==> src/include/t2c_regs.vh <==
/*
 * Register map, field positions, reset values and timing counts of the
 * sixteen-bit capture / reload / baud / clock-out timer.
 * Assumes a 32-bit AHB-Lite bus where each register takes one aligned word,
 * and a core clock that is the oscillator of the timer.
 */
`ifndef T2C_REGS_VH
`define T2C_REGS_VH

`define T2C_OFF_CTRL 8'h00
`define T2C_OFF_MODE 8'h04
`define T2C_OFF_CNT_LO 8'h08
`define T2C_OFF_CNT_HI 8'h0c
`define T2C_OFF_RLD_LO 8'h10
`define T2C_OFF_RLD_HI 8'h14

`define T2C_CTRL_OVF 7
`define T2C_CTRL_EXF 6
`define T2C_CTRL_RCLK 5
`define T2C_CTRL_TRANSMIT_CLOCK_SELECT 4
`define T2C_CTRL_EXEN 3
`define T2C_CTRL_RUN 2
`define T2C_CTRL_CT 1
`define T2C_CTRL_CPRL 0
`define T2C_MODE_DOWN_COUNT_ENABLE 0
`define T2C_MODE_OE 1

`define T2C_CTRL_RESET 8'h00
`define T2C_MODE_RESET 8'h00
`define T2C_COUNT_HI_RESET 8'h00
`define T2C_COUNT_LO_RESET 8'h00
`define T2C_RELOAD_HI_RESET 8'h00
`define T2C_RELOAD_LO_RESET 8'h00

`define T2C_MACHINE_CLKS 4'd12
`define T2C_SAMPLE_PHASE 4'd9
`define T2C_UPDATE_PHASE 4'd4
`define T2C_BIT_DIVIDE 4'd15

`endif

==> src/rtl/t2c_edge_sampler.v <==
/*
 * Samples one pin on a sampling strobe and reports a high-to-low change
 * between two successive samples.
 * Assumes the pin is synchronous to the core clock.
 */
`timescale 1ns/1ps
module t2c_edge_sampler (
   input wire core_clk_i,
   input wire rst_i,
   input wire sample_en_i,
   input wire pin_i,
   output wire level_o,
   output wire fall_o
);
   reg smp_reg;
   reg fall_reg;

   // The idle level is taken as high, so a pin held low out of reset shows a fall at the first sample.
   always @(posedge core_clk_i or posedge rst_i) begin
      if (rst_i) begin
         smp_reg <= 1'b1;
         fall_reg <= 1'b0;
      end else if (sample_en_i) begin
         smp_reg <= pin_i;
         fall_reg <= smp_reg & ~pin_i;
      end else begin
         fall_reg <= 1'b0;
      end
   end

   assign level_o = smp_reg;
   assign fall_o = fall_reg;
endmodule

==> src/rtl/t2c_timer.v <==
/*
 * Sixteen-bit timer with capture, auto-reload up/down, baud generation and
 * clock-out, reached over an AHB-Lite slave port.
 * Assumes the core clock is the oscillator, pins are synchronous to it,
 * and the serial port takes the one-cycle bit-rate ticks produced here.
 */
// Added by the designer: the placing of the registers and register access over AHB-Lite.
`timescale 1ns/1ps
`include "t2c_regs.vh"
module t2c_timer (
   input wire core_clk_i,
   input wire rst_i,
   input wire hsel_i,
   input wire [31:0] haddr_i,
   input wire [1:0] htrans_i,
   input wire hwrite_i,
   input wire [2:0] hsize_i,
   input wire [31:0] hwdata_i,
   input wire hready_i,
   output wire [31:0] hrdata_o,
   output wire hreadyout_o,
   output wire hresp_o,
   input wire event_pin_i,
   output wire event_pin_o,
   output wire event_pin_oe_o,
   input wire trigger_pin_i,
   input wire timer1_overflow_i,
   input wire int_enable_i,
   output wire irq_o,
   output wire overflow_tick_o,
   output wire rx_bit_tick_o,
   output wire tx_bit_tick_o
);

   ////////////////////////////////////////////////////////////////////////////
   // Register state.

   reg [7:0] timer_control_reg;
   reg [7:0] timer_mode_reg;
   reg [7:0] count_high_byte_reg;
   reg [7:0] count_low_byte_reg;
   reg [7:0] capture_reload_high_reg;
   reg [7:0] capture_reload_low_reg;
   reg [3:0] phase_reg;
   reg evt_pend_reg;
   reg clk_out_reg;
   reg ovf_tick_reg;
   reg [3:0] rx_div_reg;
   reg [3:0] tx_div_reg;
   reg rx_tick_reg;
   reg tx_tick_reg;

   reg wr_pend_reg;
   reg [7:0] wr_addr_reg;
   reg rd_wait_reg;
   reg [7:0] rd_addr_reg;
   reg [31:0] hrdata_reg;

   ////////////////////////////////////////////////////////////////////////////
   // Machine-cycle and state-time strobes.

   wire sample_phase;
   wire update_phase;
   wire state_en;

   always @(posedge core_clk_i or posedge rst_i) begin
      if (rst_i) begin
         phase_reg <= 4'h0;
      end else if (phase_reg == `T2C_MACHINE_CLKS - 4'd1) begin
         phase_reg <= 4'h0;
      end else begin
         phase_reg <= phase_reg + 4'd1;
      end
   end

   assign sample_phase = (phase_reg == `T2C_SAMPLE_PHASE);
   assign update_phase = (phase_reg == `T2C_UPDATE_PHASE);
   assign state_en = phase_reg[0];

   ////////////////////////////////////////////////////////////////////////////
   // Pin sampling, once per machine cycle for both pins.

   wire evt_level;
   wire evt_fall;
   wire trig_level;
   wire trig_fall;

   t2c_edge_sampler u_event_sampler (
      .core_clk_i(core_clk_i),
      .rst_i(rst_i),
      .sample_en_i(sample_phase),
      .pin_i(event_pin_i),
      .level_o(evt_level),
      .fall_o(evt_fall)
   );

   t2c_edge_sampler u_trigger_sampler (
      .core_clk_i(core_clk_i),
      .rst_i(rst_i),
      .sample_en_i(sample_phase),
      .pin_i(trigger_pin_i),
      .level_o(trig_level),
      .fall_o(trig_fall)
   );

   ////////////////////////////////////////////////////////////////////////////
   // Mode decode.

   wire run_bit;
   wire timer_counter_select;
   wire capture_reload_select;
   wire external_trigger_enable;
   wire transmit_clock_select;
   wire receive_clock_select;
   wire down_count_enable;
   wire clock_output_enable;
   wire baud_mode;
   wire capture_mode;
   wire reload_mode;
   wire clkout_mode;
   wire updown_mode;
   wire [15:0] count_now;
   wire [15:0] reload_now;

   assign run_bit = timer_control_reg[`T2C_CTRL_RUN];
   assign timer_counter_select = timer_control_reg[`T2C_CTRL_CT];
   assign capture_reload_select = timer_control_reg[`T2C_CTRL_CPRL];
   assign external_trigger_enable = timer_control_reg[`T2C_CTRL_EXEN];
   assign transmit_clock_select = timer_control_reg[`T2C_CTRL_TRANSMIT_CLOCK_SELECT];
   assign receive_clock_select = timer_control_reg[`T2C_CTRL_RCLK];
   assign down_count_enable = timer_mode_reg[`T2C_MODE_DOWN_COUNT_ENABLE];
   assign clock_output_enable = timer_mode_reg[`T2C_MODE_OE];

   assign baud_mode = run_bit & (transmit_clock_select | receive_clock_select);
   assign capture_mode = run_bit & ~baud_mode & capture_reload_select;
   assign reload_mode = run_bit & ~baud_mode & ~capture_reload_select;
   assign clkout_mode = clock_output_enable & ~timer_counter_select;
   assign updown_mode = reload_mode & down_count_enable & ~clkout_mode;
   assign count_now = {count_high_byte_reg, count_low_byte_reg};
   assign reload_now = {capture_reload_high_reg, capture_reload_low_reg};

   ////////////////////////////////////////////////////////////////////////////
   // Count step. Baud with timer_counter_select clear and clock-out count on state times, so they share one
   // reload pair and cannot be set apart in frequency.

   reg inc_en;
   reg [15:0] count_next;
   reg ovf_set;
   reg exf_set;
   reg exf_toggle;
   reg capture_now;
   reg rollover;

   always @* begin
      inc_en = 1'b0;
      count_next = count_now;
      ovf_set = 1'b0;
      exf_set = 1'b0;
      exf_toggle = 1'b0;
      capture_now = 1'b0;
      rollover = 1'b0;
      if (run_bit) begin
         if (timer_counter_select) begin
            inc_en = evt_pend_reg & update_phase;
         end else if (baud_mode | clkout_mode) begin
            inc_en = state_en;
         end else begin
            inc_en = update_phase;
         end
      end
      if (inc_en) begin
         if (updown_mode & ~trig_level) begin
            if (count_now == reload_now) begin
               count_next = 16'hffff;
               ovf_set = 1'b1;
               exf_toggle = 1'b1;
            end else begin
               count_next = count_now - 16'd1;
            end
         end else if (count_now == 16'hffff) begin
            rollover = 1'b1;
            if (capture_mode) begin
               count_next = 16'h0000;
               ovf_set = ~clkout_mode;
            end else begin
               count_next = reload_now;
               ovf_set = ~baud_mode & ~clkout_mode;
               exf_toggle = updown_mode;
            end
         end else begin
            count_next = count_now + 16'd1;
         end
      end
      if (run_bit & external_trigger_enable & trig_fall) begin
         if (capture_mode) begin
            capture_now = 1'b1;
            exf_set = 1'b1;
         end else if (baud_mode) begin
            exf_set = 1'b1;
         end else if (~updown_mode) begin
            count_next = reload_now;
            exf_set = 1'b1;
         end
      end
   end

   ////////////////////////////////////////////////////////////////////////////
   // Bus slave. Writes land at the end of the data phase; reads add one wait
   // state so a read right after a write returns the written value.

   wire addr_phase;
   reg [7:0] wr_byte;
   reg [7:0] rd_byte;

   assign addr_phase = hsel_i & htrans_i[1] & hready_i;

   always @(posedge core_clk_i or posedge rst_i) begin
      if (rst_i) begin
         wr_pend_reg <= 1'b0;
         wr_addr_reg <= 8'h00;
         rd_wait_reg <= 1'b0;
         rd_addr_reg <= 8'h00;
         hrdata_reg <= 32'h0000_0000;
      end else begin
         wr_pend_reg <= addr_phase & hwrite_i;
         rd_wait_reg <= addr_phase & ~hwrite_i;
         if (addr_phase) begin
            wr_addr_reg <= haddr_i[7:0];
            rd_addr_reg <= haddr_i[7:0];
         end
         if (rd_wait_reg) begin
            hrdata_reg <= {24'h00_0000, rd_byte};
         end
      end
   end

   always @* begin
      wr_byte = hwdata_i[7:0];
      case (rd_addr_reg)
         `T2C_OFF_CTRL: rd_byte = timer_control_reg;
         `T2C_OFF_MODE: rd_byte = {6'h00, timer_mode_reg[1:0]};
         `T2C_OFF_CNT_LO: rd_byte = count_low_byte_reg;
         `T2C_OFF_CNT_HI: rd_byte = count_high_byte_reg;
         `T2C_OFF_RLD_LO: rd_byte = capture_reload_low_reg;
         `T2C_OFF_RLD_HI: rd_byte = capture_reload_high_reg;
         default: rd_byte = 8'h00;
      endcase
   end

   assign hrdata_o = hrdata_reg;
   assign hreadyout_o = ~rd_wait_reg;
   assign hresp_o = 1'b0;

   wire wr_ctrl;
   wire wr_mode;
   wire wr_cnt_lo;
   wire wr_cnt_hi;
   wire wr_rld_lo;
   wire wr_rld_hi;

   assign wr_ctrl = wr_pend_reg & (wr_addr_reg == `T2C_OFF_CTRL);
   assign wr_mode = wr_pend_reg & (wr_addr_reg == `T2C_OFF_MODE);
   assign wr_cnt_lo = wr_pend_reg & (wr_addr_reg == `T2C_OFF_CNT_LO);
   assign wr_cnt_hi = wr_pend_reg & (wr_addr_reg == `T2C_OFF_CNT_HI);
   assign wr_rld_lo = wr_pend_reg & (wr_addr_reg == `T2C_OFF_RLD_LO);
   assign wr_rld_hi = wr_pend_reg & (wr_addr_reg == `T2C_OFF_RLD_HI);

   ////////////////////////////////////////////////////////////////////////////
   // Control and flags. A hardware set beats a software clear in the same
   // cycle, so no overflow or trigger event is ever lost.

   reg [7:0] ctrl_base;

   always @* begin
      ctrl_base = wr_ctrl ? wr_byte : timer_control_reg;
   end

   always @(posedge core_clk_i or posedge rst_i) begin
      if (rst_i) begin
         timer_control_reg <= `T2C_CTRL_RESET;
         timer_mode_reg <= `T2C_MODE_RESET;
      end else begin
         timer_control_reg[5:0] <= ctrl_base[5:0];
         timer_control_reg[`T2C_CTRL_OVF] <= ctrl_base[`T2C_CTRL_OVF] | ovf_set;
         timer_control_reg[`T2C_CTRL_EXF] <= (ctrl_base[`T2C_CTRL_EXF] ^ exf_toggle) | exf_set;
         if (wr_mode) begin
            timer_mode_reg <= {6'h00, wr_byte[1:0]};
         end
      end
   end

   // Software writes to the count or reload bytes take priority over the
   // hardware; while the timer runs that write may collide with a reload.
   always @(posedge core_clk_i or posedge rst_i) begin
      if (rst_i) begin
         count_high_byte_reg <= `T2C_COUNT_HI_RESET;
         count_low_byte_reg <= `T2C_COUNT_LO_RESET;
         capture_reload_high_reg <= `T2C_RELOAD_HI_RESET;
         capture_reload_low_reg <= `T2C_RELOAD_LO_RESET;
      end else begin
         count_high_byte_reg <= wr_cnt_hi ? wr_byte : count_next[15:8];
         count_low_byte_reg <= wr_cnt_lo ? wr_byte : count_next[7:0];
         if (wr_rld_hi) begin
            capture_reload_high_reg <= wr_byte;
         end else if (capture_now) begin
            capture_reload_high_reg <= count_high_byte_reg;
         end
         if (wr_rld_lo) begin
            capture_reload_low_reg <= wr_byte;
         end else if (capture_now) begin
            capture_reload_low_reg <= count_low_byte_reg;
         end
      end
   end

   ////////////////////////////////////////////////////////////////////////////
   // Event count pending: the fall seen at the sampling phase is counted at the
   // update phase of the next machine cycle.

   always @(posedge core_clk_i or posedge rst_i) begin
      if (rst_i) begin
         evt_pend_reg <= 1'b0;
      end else if (evt_fall) begin
         evt_pend_reg <= 1'b1;
      end else if (update_phase) begin
         evt_pend_reg <= 1'b0;
      end
   end

   ////////////////////////////////////////////////////////////////////////////
   // Clock-out: the pin toggles on each rollover, giving half the overflow rate.

   always @(posedge core_clk_i or posedge rst_i) begin
      if (rst_i) begin
         clk_out_reg <= 1'b0;
      end else if (clkout_mode & rollover) begin
         clk_out_reg <= ~clk_out_reg;
      end
   end

   assign event_pin_o = clk_out_reg;
   assign event_pin_oe_o = clkout_mode;

   ////////////////////////////////////////////////////////////////////////////
   // Serial clocks. Each direction divides its chosen overflow source by
   // sixteen; the source changes without resetting the divider.

   wire t2_ovf;
   wire rx_src;
   wire tx_src;

   assign t2_ovf = baud_mode & rollover;
   assign rx_src = receive_clock_select ? t2_ovf : timer1_overflow_i;
   assign tx_src = transmit_clock_select ? t2_ovf : timer1_overflow_i;

   always @(posedge core_clk_i or posedge rst_i) begin
      if (rst_i) begin
         ovf_tick_reg <= 1'b0;
         rx_div_reg <= 4'h0;
         tx_div_reg <= 4'h0;
         rx_tick_reg <= 1'b0;
         tx_tick_reg <= 1'b0;
      end else begin
         ovf_tick_reg <= t2_ovf;
         rx_tick_reg <= rx_src & (rx_div_reg == `T2C_BIT_DIVIDE);
         tx_tick_reg <= tx_src & (tx_div_reg == `T2C_BIT_DIVIDE);
         if (rx_src) begin
            rx_div_reg <= rx_div_reg + 4'd1;
         end
         if (tx_src) begin
            tx_div_reg <= tx_div_reg + 4'd1;
         end
      end
   end

   assign overflow_tick_o = ovf_tick_reg;
   assign rx_bit_tick_o = rx_tick_reg;
   assign tx_bit_tick_o = tx_tick_reg;

   ////////////////////////////////////////////////////////////////////////////
   // Interrupt request to the processor's interrupt controller.

   assign irq_o = int_enable_i & (timer_control_reg[`T2C_CTRL_OVF] |
                  (timer_control_reg[`T2C_CTRL_EXF] & ~down_count_enable));

endmodule

==> config.mk <==
export PLATFORM = sky130hd
export DESIGN_NAME = t2c_timer
export DESIGN_NICKNAME = d
export VERILOG_FILES = /design/src/rtl/t2c_edge_sampler.v /design/src/rtl/t2c_timer.v
export VERILOG_INCLUDE_DIRS = /design/src /design/src/include
export SDC_FILE = /design/constraint.sdc
export NUM_CORES = 1
export LEC_CHECK = 0
export ABC_CLOCK_PERIOD_IN_PS = 4200
export BUFFER_PORTS_ARGS = -buffer_cell sky130_fd_sc_hd__buf_2
export CORE_MARGIN = 4
export CORE_UTILIZATION = 25
export CTS_CLUSTER_DIAMETER = 40
export DETAILED_ROUTE_END_ITERATION = 7
export REMOVE_ABC_BUFFERS = 1
export SLEW_MARGIN = 0
export SYNTH_ARGS = -nofsm -noshare
export SYNTH_HDL_FRONTEND = slang
export SYNTH_SLANG_ARGS = --single-unit
==> constraint.sdc <==
create_clock -name core_clk_i -period 4.2 [get_ports core_clk_i]
set_input_delay 1.26 -clock core_clk_i [delete_from_list [all_inputs] [get_ports core_clk_i]]
set_output_delay 1.26 -clock core_clk_i [all_outputs]
set_load 0.01 [all_outputs]
==> flow_summary_export.csv <==
group,metric,value,unit
cells_and_area,ff_latch_area,2030,um2
grt,antenna_found_initial,0,
clocking,h-tree-depth,3,
hold_path,hp-class,"flip-flop to flip-flop",
routing,ant_nets,0,
setup_path,endpoint_kind,"output pin",
timing,rsz0062_at_grt,"no",
floorplanning,die_h,155,um
placed_design,dp_hpwl,10500,um
logic_synthesis,ys_ff_latch,81,
floorplanning,dieWidth,155,um
logic_synthesis,synthesis.area,5370,um2
routing,drt_wl_total,14700,um
clocking,cts_sinks,81,
logic_synthesis,avgSynthCellArea,9.17,um2
setup_path,worstSetupStartpointType,"input pin",
logic_synthesis,yosys-top-cells-area,"dfrtp_1, mux2i_1, xor2_1, mux2_2, buf_4",
timing,setup_violations,0,
job,max_cap_violations,0,
setup_path,critPathRequiredTime,2.94,ns
hold_path,hp-start,"u_event_sampler.fall_o$_DFF_PP0_",
grt,grt_pass1_vias,4245,
floorplanning,core,21100,um2
setup_path,r2r_start,"timer_control_reg[5]$_DFFE_PP0P_",
routing,via_per_inst,5.07,
clocking,cts_buffers,9,
logic_synthesis,yosysMostFrequentCell,"dfrtp_1",
logic_synthesis,syn_inst,586,
clocking,clockRootBuffer,"clkbuf_16",
floorplanning,rows,53,
cells_and_area,multi_input_area,3030,um2
cells_and_area,post-route-cell-area,6020,um2
timing,setup_ws,1.24,ns
clocking,ctsResizeCount,0,
cells_and_area,antenna_cells,0,
cells_and_area,fillers,2285,
routing,via_count,4502,
clocking,cts_hold_buf,0,
grt,grt_pass1_wl,23700,um
clocking,postCtsSetupBuffers,0,
timing,drv_slew,0,
floorplanning,start_util,0.255,
cells_and_area,utilization,0.285,
clocking,cts.path.max_buffers,2,
setup_path,crit_fanout,1,
logic_synthesis,synth_ff_type,"dfrtp_1",
cells_and_area,fin_nets,693,
routing,dr.pass1.iters,4,
setup_path,arrival,1.70,ns
timing,fin_worst_skew,0.00898,ns
floorplanning,ioPinCount,118,
placed_design,place_congestion,0.888,
logic_synthesis,netlist.area_leader.share,0.368,
timing,slew_headroom,0.300,
logic_synthesis,ys.warnings.count,0,
power_and_ir_drop,p_leak,0.00245,uW
timing,period_needed,2.96,ns
placed_design,io_buffers,40,
power_and_ir_drop,peakVddDrop,254,uV
placed_design,dpl_cell_area,5710,um2
timing,fin_crit_sh,0.704,
logic_synthesis,synthArstFlopShare,1.00,
routing,drtIter0Drc,332,
timing,max_freq,0.338,GHz
routing,drc_errors,0,
placed_design,pre_cts_slack,1.22,ns
grt,grt_usage,0.123,
floorplanning,dieArea,23900,um2
timing,hold_viol_final,0,
power_and_ir_drop,power_density,474,nW/um2
grt,grt_max_degree,82,
logic_synthesis,synth_seq_area_share,0.378,
run_status,status,"complete, no violations",
logic_synthesis,synthTopCellsByCount,"dfrtp_1, nand2_1, nor2_1, o21ai_0, xor2_1",
logic_synthesis,synth_edf_count,0,
clocking,insertion_delay,0.35,ns
timing,finalSetupTns,0,ns
timing,worstMarginPinSlew,1.04,ns
setup_path,crit_start,"int_enable_i",
clocking,cts_tree,"built",
setup_path,reg2reg_slack,1.29,ns
logic_synthesis,synth.largest_area_cell,"dfrtp_1",
routing,wl_per_cell,16.6,um
setup_path,crit_type,"input pin to output pin",
cells_and_area,layout-drive-gt1-share,0.158,
cells_and_area,area_growth,12.0,%
grt,grt_overflow,0,
clocking,clkTransAtPathRegs,0.05,ns
logic_synthesis,synth_cell_types,61,
-- metal layers --
metal | track usage | vias up | wire length, um
li1 | - | 2124 | -
met1 | 0.170 | 2185 | 6820
met2 | 0.188 | 167 | 6580
met3 | 0.0277 | 26 | 978
met4 | 0.0446 | 0 | 320
met5 | 0 | - | 0
-- kinds of logic (layout without fill, tap and decap cells) --
logic type / count (synthesis) / after routing / share of synthesized area
adders and majority gates: 7 / 7 / 0.0163
muxes: 50 / 50 / 0.0981
and+or+nand+nor: 194 / 194 / 0.179
AOI/OAI and AO/OA: 136 / 136 / 0.177
DFF: 81 / 81 / 0.378
xor gates and xnor gates: 45 / 45 / 0.0734
other: 1 / 25 / 0.000698
buffers and inverters: 72 / 75 / 0.0783
-- metrics by stage --
stage / total power [uW] / hold WS (ns) / cells
floorplan: 1780 / 0.408 / 551
global placement: 2020 / 0.421 / 872
detailed placement: 2030 / 0.421 / 872
CTS: 2860 / 0.434 / 888
global route: 3040 / 0.459 / 888
finish: 2850 / 0.429 / 888
-- cell type report --
class | count | area share
clock buffers | 12 | 0.0426
multi-input cells | 457 | 0.503
clock inverters | 4 | 0.00853
well taps | 275 | 0.0572
inverters | 13 | 0.00832
flip-flops and latches | 81 | 0.337
repair buffers | 46 | 0.0428
-- final timing paths --
| path | endpoint | cells past startpoint |
|---|---|---|
| worst max-delay path | irq_o | 3 |
| worst min-delay path | evt_pend_reg$_DFFE_PP0P_ | 1 |
| worst max register to register | timer_control_reg[6]$_DFF_PP0_ | 6 |
| worst min register to register | evt_pend_reg$_DFFE_PP0P_ | 1 |
| max in group asynchronous | u_trigger_sampler.level_o$_DFFE_PP1P_ | 3 |
| min in group asynchronous | tx_bit_tick_o$_DFF_PP0_ | 3 |
-- critical path, stage by stage --
cell,delay [ns]
buf_2,0.09
nor2b_1,0.18
buf_2,0.16
-- report_power, final --
| part | internal, uW | switching, uW | leakage, uW |
|---|---|---|---|
| logic | 387 | 366 | 0.00133 |
| clock network | 493 | 324 | 0.000149 |
| registers | 932 | 353 | 0.000972 |
| total | 1810 | 1040 | 0.00245 |
-- placed cells by master (no fill, tap or decap), drive strengths merged, types with 4 or more instances in the layout --
cell type	n
nor2	50
xnor2	13
conb	25
xor2	32
nor2b	4
buf	46
dfrtp	79
clkbuf	12
o2bb2ai	11
mux2i	29
inv	12
o31ai	4
o21ai	33
o211ai	9
a211oi	4
o221ai	5
mux2	21
nor4	10
a211o	6
o311ai	4
nand3	26
nand2b	7
and3	8
a31oi	8
o32ai	6
a221oi	14
o22ai	4
a21oi	19
nand2	59
nor3	8
ha	7
Note: power is estimated with default switching activity, not from simulation.
